==> config.mk <==
export PLATFORM = sky130hd
export DESIGN_NAME = cpe_engine
export DESIGN_NICKNAME = d
export VERILOG_FILES = /design/src/cpe_pkg.sv /design/src/cpe_engine.sv
export VERILOG_INCLUDE_DIRS = /design/src
export SDC_FILE = /design/constraint.sdc
export NUM_CORES = 2
export LEC_CHECK = 0
export BUFFER_PORTS_ARGS = -buffer_cell sky130_fd_sc_hd__buf_4
export CAP_MARGIN = 15
export CORE_UTILIZATION = 45
export CTS_BUF_LIST = sky130_fd_sc_hd__clkbuf_4 sky130_fd_sc_hd__clkbuf_8
export DETAILED_ROUTE_END_ITERATION = 10
export HOLD_SLACK_MARGIN = 0.06
export PLACE_DENSITY = 0.59
export SLEW_MARGIN = 10
export SYNTH_ARGS = -nofsm -noshare
export SYNTH_HDL_FRONTEND = slang
export SYNTH_SLANG_ARGS = --single-unit
==> constraint.sdc <==
create_clock -name i_clk_sys -period 9.8 [get_ports i_clk_sys]
set_input_delay 1.96 -clock i_clk_sys [delete_from_list [all_inputs] [get_ports i_clk_sys]]
set_output_delay 1.96 -clock i_clk_sys [all_outputs]
set_load 0.01 [all_outputs]
==> src/cpe_params.svh <==
/*
 Constants of the current and power calculation engine: scaling shifts,
 reset values and serial frame layout.
 Assumes inclusion by bare name from the engine module.
*/
`ifndef CPE_PARAMS_SVH
`define CPE_PARAMS_SVH

// Result scaling, chosen so that each product fits its result width
`define CPE_CUR_SHIFT    15
`define CPE_PWR_SHIFT    8
// Accumulator width: widest result (24) plus log2(1024) plus two guard bits
`define CPE_ACC_W        36
`define CPE_RES_W        24
// Result reset value
`define CPE_RES_RST      24'h000000
// Serial frame: 8 command bits then 16 data bits
`define CPE_CMD_BITS     5'h08
`define CPE_FRAME_BITS   5'h18
// Read selectors carried in the low bits of the command byte
`define CPE_SEL_SHUNT    3'h0
`define CPE_SEL_BUS      3'h1
`define CPE_SEL_TEMP     3'h2
`define CPE_SEL_CUR      3'h3
`define CPE_SEL_PWR      3'h4
`define CPE_SEL_FLAG     3'h5

`endif

==> src/cpe_pkg.sv <==
/*
 Types of the current and power calculation engine.
 Assumes nothing of its surroundings.
*/
package cpe_pkg;
   typedef enum logic [1:0] {
      CPE_IDLE,
      CPE_START,
      CPE_WAIT
   } cpe_state_t;

   typedef enum logic [1:0] {
      CPE_CH_SHUNT,
      CPE_CH_BUS,
      CPE_CH_TEMP
   } cpe_ch_t;
endpackage

==> src/cpe_engine.sv <==
/*
 Current and power engine of a shunt power monitor: converter sequencer,
 background arithmetic, averaging and a read-only serial port.
 Assumes a converter answering each start pulse with one done pulse and
 its sample; all inputs synchronous, serial clock phases >= 2 clocks.
*/
`include "cpe_params.svh"
`timescale 1ns/1ps
`default_nettype none

module cpe_engine (
   // Clock and reset
   input  wire logic        i_clk_sys,
   input  wire logic        i_arst_n,
   // Configuration
   input  wire logic        i_cfg_wr,
   input  wire logic        i_cfg_cont,
   input  wire logic        i_cfg_shutdown,
   input  wire logic [2:0]  i_cfg_en,
   input  wire logic [2:0]  i_cfg_avg,
   input  wire logic [14:0] i_shunt_cal,
   // Converter
   output logic             o_adc_start,
   output logic [1:0]       o_adc_ch,
   input  wire logic        i_adc_done,
   input  wire logic [15:0] i_adc_data,
   // Results
   output logic [15:0]      o_shunt,
   output logic [15:0]      o_bus,
   output logic [15:0]      o_temp,
   output logic [15:0]      o_current,
   output logic [23:0]      o_power,
   output logic             o_conversion_ready_flag,
   output logic             o_busy,
   // Serial port
   input  wire logic        i_spi_cs_n,
   input  wire logic        i_spi_sclk,
   input  wire logic        i_spi_mosi,
   output logic             o_spi_miso,
   output logic             o_spi_miso_oe
);

   // Reset release through two flops
   logic rst_meta_ff;
   logic rst_n_ff;
   always_ff @(posedge i_clk_sys or negedge i_arst_n) begin
      if (!i_arst_n) begin
         rst_meta_ff <= 1'b0;
         rst_n_ff    <= 1'b0;
      end else begin
         rst_meta_ff <= 1'b1;
         rst_n_ff    <= rst_meta_ff;
      end
   end

   cpe_pkg::cpe_state_t state_ff;
   cpe_pkg::cpe_state_t nxt_state;
   logic [1:0]  ch_ff;
   logic [1:0]  nxt_ch;
   logic [9:0]  smp_cnt_ff;
   logic        have_shunt_ff;
   logic signed [15:0] shunt_smp_ff;
   logic signed [15:0] cur_ff;
   logic signed [`CPE_ACC_W-1:0] acc_ff  [5];
   logic signed [`CPE_ACC_W-1:0] nxt_acc [5];
   logic signed [`CPE_ACC_W-1:0] add_val [5];
   logic [`CPE_RES_W-1:0] out_ff [5];
   logic        flag_ff;

   // Channel order: shunt, bus, temperature; only enabled ones are taken
   wire       any_en   = |i_cfg_en;
   wire [1:0] first_ch = i_cfg_en[0] ? 2'h0 : (i_cfg_en[1] ? 2'h1 : 2'h2);
   wire [1:0] last_ch  = i_cfg_en[2] ? 2'h2 : (i_cfg_en[1] ? 2'h1 : 2'h0);
   wire [1:0] after_ch = (ch_ff == 2'h0 && i_cfg_en[1]) ? 2'h1 : 2'h2;
   wire       in_wait  = (state_ff == cpe_pkg::CPE_WAIT);
   wire       smp_done = in_wait && i_adc_done;
   wire       pass_end = smp_done && (ch_ff == last_ch);
   wire       start_ok = i_cfg_wr && !i_cfg_shutdown && any_en;

   // Averaging count 1,4,16,64,128,256,512,1024 as a divide shift
   logic [3:0] avg_sh;
   always_comb begin
      case (i_cfg_avg)
         3'h0:    avg_sh = 4'h0;
         3'h1:    avg_sh = 4'h2;
         3'h2:    avg_sh = 4'h4;
         3'h3:    avg_sh = 4'h6;
         3'h4:    avg_sh = 4'h7;
         3'h5:    avg_sh = 4'h8;
         3'h6:    avg_sh = 4'h9;
         default: avg_sh = 4'hA;
      endcase
   end
   wire [10:0] avg_n     = 11'h001 << avg_sh;
   wire        round_end = pass_end && ({1'b0, smp_cnt_ff} == avg_n - 11'h001);

   // Arithmetic beside the sequencer: fires on the bus sample's done pulse
   wire                calc     = smp_done && (ch_ff == 2'h1) && have_shunt_ff;
   wire signed [31:0]  cur_prod = shunt_smp_ff * $signed({1'b0, i_shunt_cal});
   wire signed [15:0]  cur_new  = cur_prod[`CPE_CUR_SHIFT+15:`CPE_CUR_SHIFT];
   wire signed [32:0]  pwr_prod = cur_ff * $signed({1'b0, i_adc_data});
   wire signed [23:0]  pwr_new  = (i_shunt_cal == 15'h0000) ? 24'sh000000
                                : pwr_prod[`CPE_PWR_SHIFT+23:`CPE_PWR_SHIFT];

   // Accumulator inputs: samples on their own done pulse, results on calc
   always_comb begin
      add_val[0] = (smp_done && ch_ff == 2'h0) ? `CPE_ACC_W'(signed'(i_adc_data)) : '0;
      add_val[1] = (smp_done && ch_ff == 2'h1) ? `CPE_ACC_W'({1'b0, i_adc_data}) : '0;
      add_val[2] = (smp_done && ch_ff == 2'h2) ? `CPE_ACC_W'(signed'(i_adc_data)) : '0;
      add_val[3] = calc ? `CPE_ACC_W'(cur_new) : '0;
      add_val[4] = calc ? `CPE_ACC_W'(pwr_new) : '0;
      for (int i = 0; i < 5; i++) begin
         nxt_acc[i] = acc_ff[i] + add_val[i];
      end
   end

   // Sequencer: one converter shared by all inputs
   always_comb begin
      nxt_state = state_ff;
      nxt_ch    = ch_ff;
      case (state_ff)
         cpe_pkg::CPE_IDLE: begin
            nxt_state = cpe_pkg::CPE_IDLE;
         end
         cpe_pkg::CPE_START: begin
            nxt_state = cpe_pkg::CPE_WAIT;
         end
         cpe_pkg::CPE_WAIT: begin
            if (round_end && !i_cfg_cont) begin
               nxt_state = cpe_pkg::CPE_IDLE;
            end else if (pass_end) begin
               nxt_state = cpe_pkg::CPE_START;
               nxt_ch    = first_ch;
            end else if (smp_done) begin
               nxt_state = cpe_pkg::CPE_START;
               nxt_ch    = after_ch;
            end
         end
         default: begin
            nxt_state = cpe_pkg::CPE_IDLE;
         end
      endcase
      // A configuration write restarts the sequence, or stops it in shutdown or with no input enabled
      if (i_cfg_wr) begin
         nxt_state = start_ok ? cpe_pkg::CPE_START : cpe_pkg::CPE_IDLE;
         nxt_ch    = first_ch;
      end
   end

   always_ff @(posedge i_clk_sys or negedge rst_n_ff) begin
      if (!rst_n_ff) begin
         state_ff <= cpe_pkg::CPE_IDLE;
         ch_ff    <= 2'h0;
      end else begin
         state_ff <= nxt_state;
         ch_ff    <= nxt_ch;
      end
   end

   // Sample counting and per-pass shunt hold
   always_ff @(posedge i_clk_sys or negedge rst_n_ff) begin
      if (!rst_n_ff) begin
         smp_cnt_ff    <= 10'h000;
         have_shunt_ff <= 1'b0;
         shunt_smp_ff  <= 16'sh0000;
      end else if (i_cfg_wr || round_end) begin
         smp_cnt_ff    <= 10'h000;
         have_shunt_ff <= 1'b0;
      end else begin
         if (pass_end) begin
            smp_cnt_ff    <= smp_cnt_ff + 10'h001;
            have_shunt_ff <= 1'b0;
         end else if (smp_done && ch_ff == 2'h0) begin
            shunt_smp_ff  <= signed'(i_adc_data);
            have_shunt_ff <= 1'b1;
         end
      end
   end

   // Previous current, kept for the next power product
   always_ff @(posedge i_clk_sys or negedge rst_n_ff) begin
      if (!rst_n_ff) begin
         cur_ff <= 16'sh0000;
      end else if (calc) begin
         cur_ff <= cur_new;
      end
   end

   // Accumulators hold intermediates; outputs change only at round end
   always_ff @(posedge i_clk_sys or negedge rst_n_ff) begin
      if (!rst_n_ff) begin
         for (int i = 0; i < 5; i++) begin
            acc_ff[i] <= '0;
            out_ff[i] <= `CPE_RES_RST;
         end
      end else begin
         for (int i = 0; i < 5; i++) begin
            if (i_cfg_wr || round_end) begin
               acc_ff[i] <= '0;
            end else begin
               acc_ff[i] <= nxt_acc[i];
            end
            if (round_end && !i_cfg_wr) begin
               out_ff[i] <= `CPE_RES_W'(nxt_acc[i] >>> avg_sh);
            end
         end
      end
   end

   // Serial port: synchronous edge detect on the sampled serial clock
   logic       sclk_ff;
   logic [4:0] bit_cnt_ff;
   logic [7:0] cmd_ff;
   logic [15:0] tx_ff;
   wire sclk_rise = i_spi_sclk && !sclk_ff;
   wire sclk_fall = !i_spi_sclk && sclk_ff;
   wire cmd_done  = sclk_rise && (bit_cnt_ff == `CPE_CMD_BITS - 5'h01);
   wire [7:0] cmd_full = {cmd_ff[6:0], i_spi_mosi};
   wire in_data   = (bit_cnt_ff >= `CPE_CMD_BITS);
   wire flag_rd   = cmd_done && (cmd_full[2:0] == `CPE_SEL_FLAG);

   // Read data picked by the command selector
   logic [15:0] rd_data;
   always_comb begin
      case (cmd_full[2:0])
         `CPE_SEL_SHUNT: rd_data = out_ff[0][15:0];
         `CPE_SEL_BUS:   rd_data = out_ff[1][15:0];
         `CPE_SEL_TEMP:  rd_data = out_ff[2][15:0];
         `CPE_SEL_CUR:   rd_data = out_ff[3][15:0];
         `CPE_SEL_PWR:   rd_data = out_ff[4][23:8];
         `CPE_SEL_FLAG:  rd_data = {15'h0000, flag_ff};
         default:        rd_data = 16'h0000;
      endcase
   end

   // Frame counter wraps after each frame, so select may stay low
   always_ff @(posedge i_clk_sys or negedge rst_n_ff) begin
      if (!rst_n_ff) begin
         sclk_ff    <= 1'b0;
         bit_cnt_ff <= 5'h00;
         cmd_ff     <= 8'h00;
         tx_ff      <= 16'h0000;
      end else begin
         sclk_ff <= i_spi_sclk;
         if (i_spi_cs_n) begin
            bit_cnt_ff <= 5'h00;
         end else if (sclk_rise) begin
            bit_cnt_ff <= (bit_cnt_ff == `CPE_FRAME_BITS - 5'h01) ? 5'h00
                        : bit_cnt_ff + 5'h01;
            if (!in_data) begin
               cmd_ff <= cmd_full;
            end
            if (cmd_done) begin
               tx_ff <= rd_data;
            end
         end else if (sclk_fall && in_data) begin
            tx_ff <= {tx_ff[14:0], 1'b0};
         end
      end
   end

   // Ready flag: a set in the same cycle as a read clear wins; a write blocks the set
   always_ff @(posedge i_clk_sys or negedge rst_n_ff) begin
      if (!rst_n_ff) begin
         flag_ff <= 1'b0;
      end else if (round_end && !i_cfg_wr) begin
         flag_ff <= 1'b1;
      end else if ((i_cfg_wr && !i_cfg_shutdown) || (flag_rd && !i_spi_cs_n)) begin
         flag_ff <= 1'b0;
      end
   end

   // Output drive
   assign o_adc_start             = (state_ff == cpe_pkg::CPE_START);
   assign o_adc_ch                = ch_ff;
   assign o_shunt                 = out_ff[0][15:0];
   assign o_bus                   = out_ff[1][15:0];
   assign o_temp                  = out_ff[2][15:0];
   assign o_current               = out_ff[3][15:0];
   assign o_power                 = out_ff[4];
   assign o_conversion_ready_flag = flag_ff;
   assign o_busy                  = (state_ff != cpe_pkg::CPE_IDLE);
   assign o_spi_miso              = tx_ff[15];
   assign o_spi_miso_oe           = !i_spi_cs_n; // Drives while selected
endmodule
`default_nettype wire

==> metrics.md <==
| Metric | Value |
|---|---|
| Final worst-path cycle share | `96.4%` |
| Post-route ant nets | `0` |
| Chip width | `304 um` |
| Post-synth ARST share | `100%` |
| Final clock skew | `0.0746 ns` |
| Worst reg2reg path startpoint | `cur_ff[4]$_DFFE_PN0P_` |
| Worst setup path startpoint | `i_adc_data[8]` |
| Worst-skew pair later-pin latency | `0.73 ns` |
| Endpoint class of the critical path | `register` |
| Root buf cell | `clkbuf_8` |
| Worst VDD drop | `292 uV` |
| Clock Pin Slew Worst Setup and Hold Paths | `0.07 ns` |
| Core area | `90100 um2` |
| Most used cell, CP | `fa_1` |
| Post-synth top cells | `inv_1, nand2_1, fa_1` |
| Vias in the first global route | `37.3k` |
| Largest net degree at the start of global routing | `151` |
| Hold Violations, Final | `0` |
| YS warnings | `0` |
| First-pass GRT wire length | `220 mm` |
| Layout cells sized above 1 | `16.3%` |
| Synthesized instance count | `4866` |
| Nets | `6116` |
| Area contributors post-synth | `fa_1, dfrtp_1, ha_1` |
| RSZ-0062 raised after global routing | `yes` |
| Ratio of routed vias to standard cells | `5.74` |
| # IOs | `141` |
| Post-route cell area | `48000 um2` |
| Post-synth EDFFs | `0` |
| First-pass DRT Iterations | `6` |
| Synth Flop Type | `dfrtp_1` |
| Dominant cell type by area after synthesis | `fa_1` |
| Status | `finished clean` |
| Grt ovf | `0` |
| Crit path max-delay cell type | `fa_1` |
| First DRT Iteration DRCs | `3684` |
| Setup violators final | `0` |
| Synthesized area | `41000 um2` |
| TritonCTS Buffers | `59` |
| DRC violations left | `0` |
| Avg Inst Size Synth | `8.43 um2` |
| Least-Margin Pin Slew | `1.18 ns` |
| Max-Cap Viols | `0` |
| Port bufs | `140` |
| Via Count | `37.5k` |
| Overall power | `7860 uW` |
| Top cell type's share of synthesized area | `21.4%` |
| TritonCTS clock tree | `yes` |
| Initial core utilization | `45.5%` |
| P per Cell Area | `164 nW/um2` |
| Placed Area | `46400 um2` |
| Row count | `110` |
| Netlist cell types | `103` |
| Total wire length | `139 mm` |
| Final Max Slew Viols | `0` |
| CTS sink count | `300` |
| Slowest cell delay on critical path | `0.53 ns` |
| Synth Register Bits | `300` |
| Wirelength per Cell | `21.2 um` |
| Die ar. | `92400 um2` |
| Worst Hold Class | `reg -> async` |
| Fmax | `0.106 GHz` |
| Lkg Pwr | `0.0241 uW` |
| H-tree levels | `2` |
| Height of the die | `304 um` |
| Estimated wirelength of the detail-placed design | `108 mm` |
| Final GP Congestion | `0.995` |
| Inst Count DP | `6420` |
| Most frequent cell after synthesis | `inv_1` |
| Critical Path AT | `10.11 ns` |
| Area delta synth->final | `17.0%` |
| Period minus WS final | `9.45 ns` |
| Worst Path Max Fanout | `5` |
| Clk buf depth | `3` |
| FF-to-FF setup slack | `0.97 ns` |
| CP required | `10.46 ns` |
| Fin cells | `6537` |
| WS Path Type | `in -> reg` |
| Initial antenna violation count | `4` |
| Sequential element share of the synthesized area | `18.3%` |
| Fillers | `8611` |
| Relative slew slack | `21.1%` |
| Setup crit start kind | `input port` |
| GRT Total Usage | `30.2%` |
## layer usage
metal / up-vias / routed length [um] / global-route usage (%)
met2: 1558 / 60400 / 46.2
met5: - / 0 / 0
met4: 0 / 6010 / 11.6
li1: 17200 / - / -
met1: 18400 / 61800 / 43.4
met3: 304 / 10400 / 3.88
## sequential cells by signal, indices dropped and copies added (netlist names), 16 cells and up
name          flops
shunt_smp_ff     16
acc_ff          138
o_bus            16
o_current        16
cur_ff           16
o_temp           16
tx_ff            16
o_shunt          16
o_power          24
## layout make-up
class                      instances  area [um2]  share of cell area [%]
clock buffer                      78        1020                    2.13
tap                             1176        1470                    3.07
antenna                            3        7.51                  0.0156
multi-input combinational       3723       30400                    63.4
inverter                         578        2170                    4.52
sequential                       300        7510                    15.7
timing repair buffer             645        4920                    10.2
clock inverter                    34         453                   0.944
## worst max-delay path: cells and delay by family
family | cells | cell delay, ns
compound gates | 13 | 2.91
xor+xnor | 1 | 0.18
fa+ha+maj | 8 | 3.64
buf+inv | 8 | 0.77
simple gates | 5 | 0.66
## cells by family (layout without fill, tap and decap cells)
logic type / after synthesis / count (layout) / synth area share [%]
adder cells (fa/ha/maj): 763 / 763 / 31.3
XOR/XNOR: 174 / 174 / 3.73
buffers and inverters: 844 / 1335 / 7.90
multiplexers: 108 / 108 / 2.86
other: 1 / 5 / 0.00914
AO/OA/AOI/OAI: 1043 / 1043 / 17.0
flip-flops: 300 / 300 / 18.3
AND/OR/NAND/NOR: 1633 / 1633 / 18.9
## per-stage QoR
stage | utilization (%) | hold WS [ns] | setup TNS (ns) | worst slack (ns)
4_1_cts | 53.1 | 0.262 | 0 | 0.178
6_report | 53.2 | 0.244 | 0 | 0.351
5_1_grt | 53.2 | 0.291 | -0.263 | -0.0608
2_1_floorplan | - | 0.331 | -0.0204 | -0.0204
3_3_place_gp | 51.5 | 0.262 | -9.42 | -0.509
3_5_place_dp | 51.5 | 0.257 | -11.97 | -0.541
## placed cells by master, fill, tap and decap left out, drive strengths merged, types with 23 or more instances in the layout
master,n
nand2b,42
nand2,544
a21o,76
a31oi,27
fa,438
nor3,77
and2,301
inv,579
mux2i,74
nor2,416
nor2b,27
buf,645
a22oi,35
o211ai,45
o22ai,38
clkbuf,78
nand3,61
ha,325
a221oi,37
a21oi,242
dfrtp,300
mux2,30
a211oi,53
and3,55
xor2,82
xnor2,92
o221ai,23
o21ai,237
o31ai,25
o21a,27
## power by group
part	total, uW	switching (uW)	internal, uW
sequential	1360	101	1260
combinational	4860	2600	2260
clock	1630	675	954
total	7860	3380	4480
## what timing repair did
item,4_1_cts,5_1_grt
gates resized for setup,0,31
hold buffers,0,0
setup endpoints to repair,0,25
setup buffers,0,2
## path summary, 6_finish.rpt
| check | depth (start not counted) | to |
|---|---|---|
| max reg2reg | 34 | o_power[22]$_DFFE_PN0P_ |
| min reg2reg | 0 | o_current[13]$_DFFE_PN0P_ |
| max | 35 | o_power[22]$_DFFE_PN0P_ |
| min | 0 | o_current[13]$_DFFE_PN0P_ |
| max in group asynchronous | 2 | acc_ff[81]$_DFF_PN0_ |
| min in group i_clk_sys | 0 | rst_n_ff$_DFF_PN0_ |
Power figures use the tool's default switching activity.
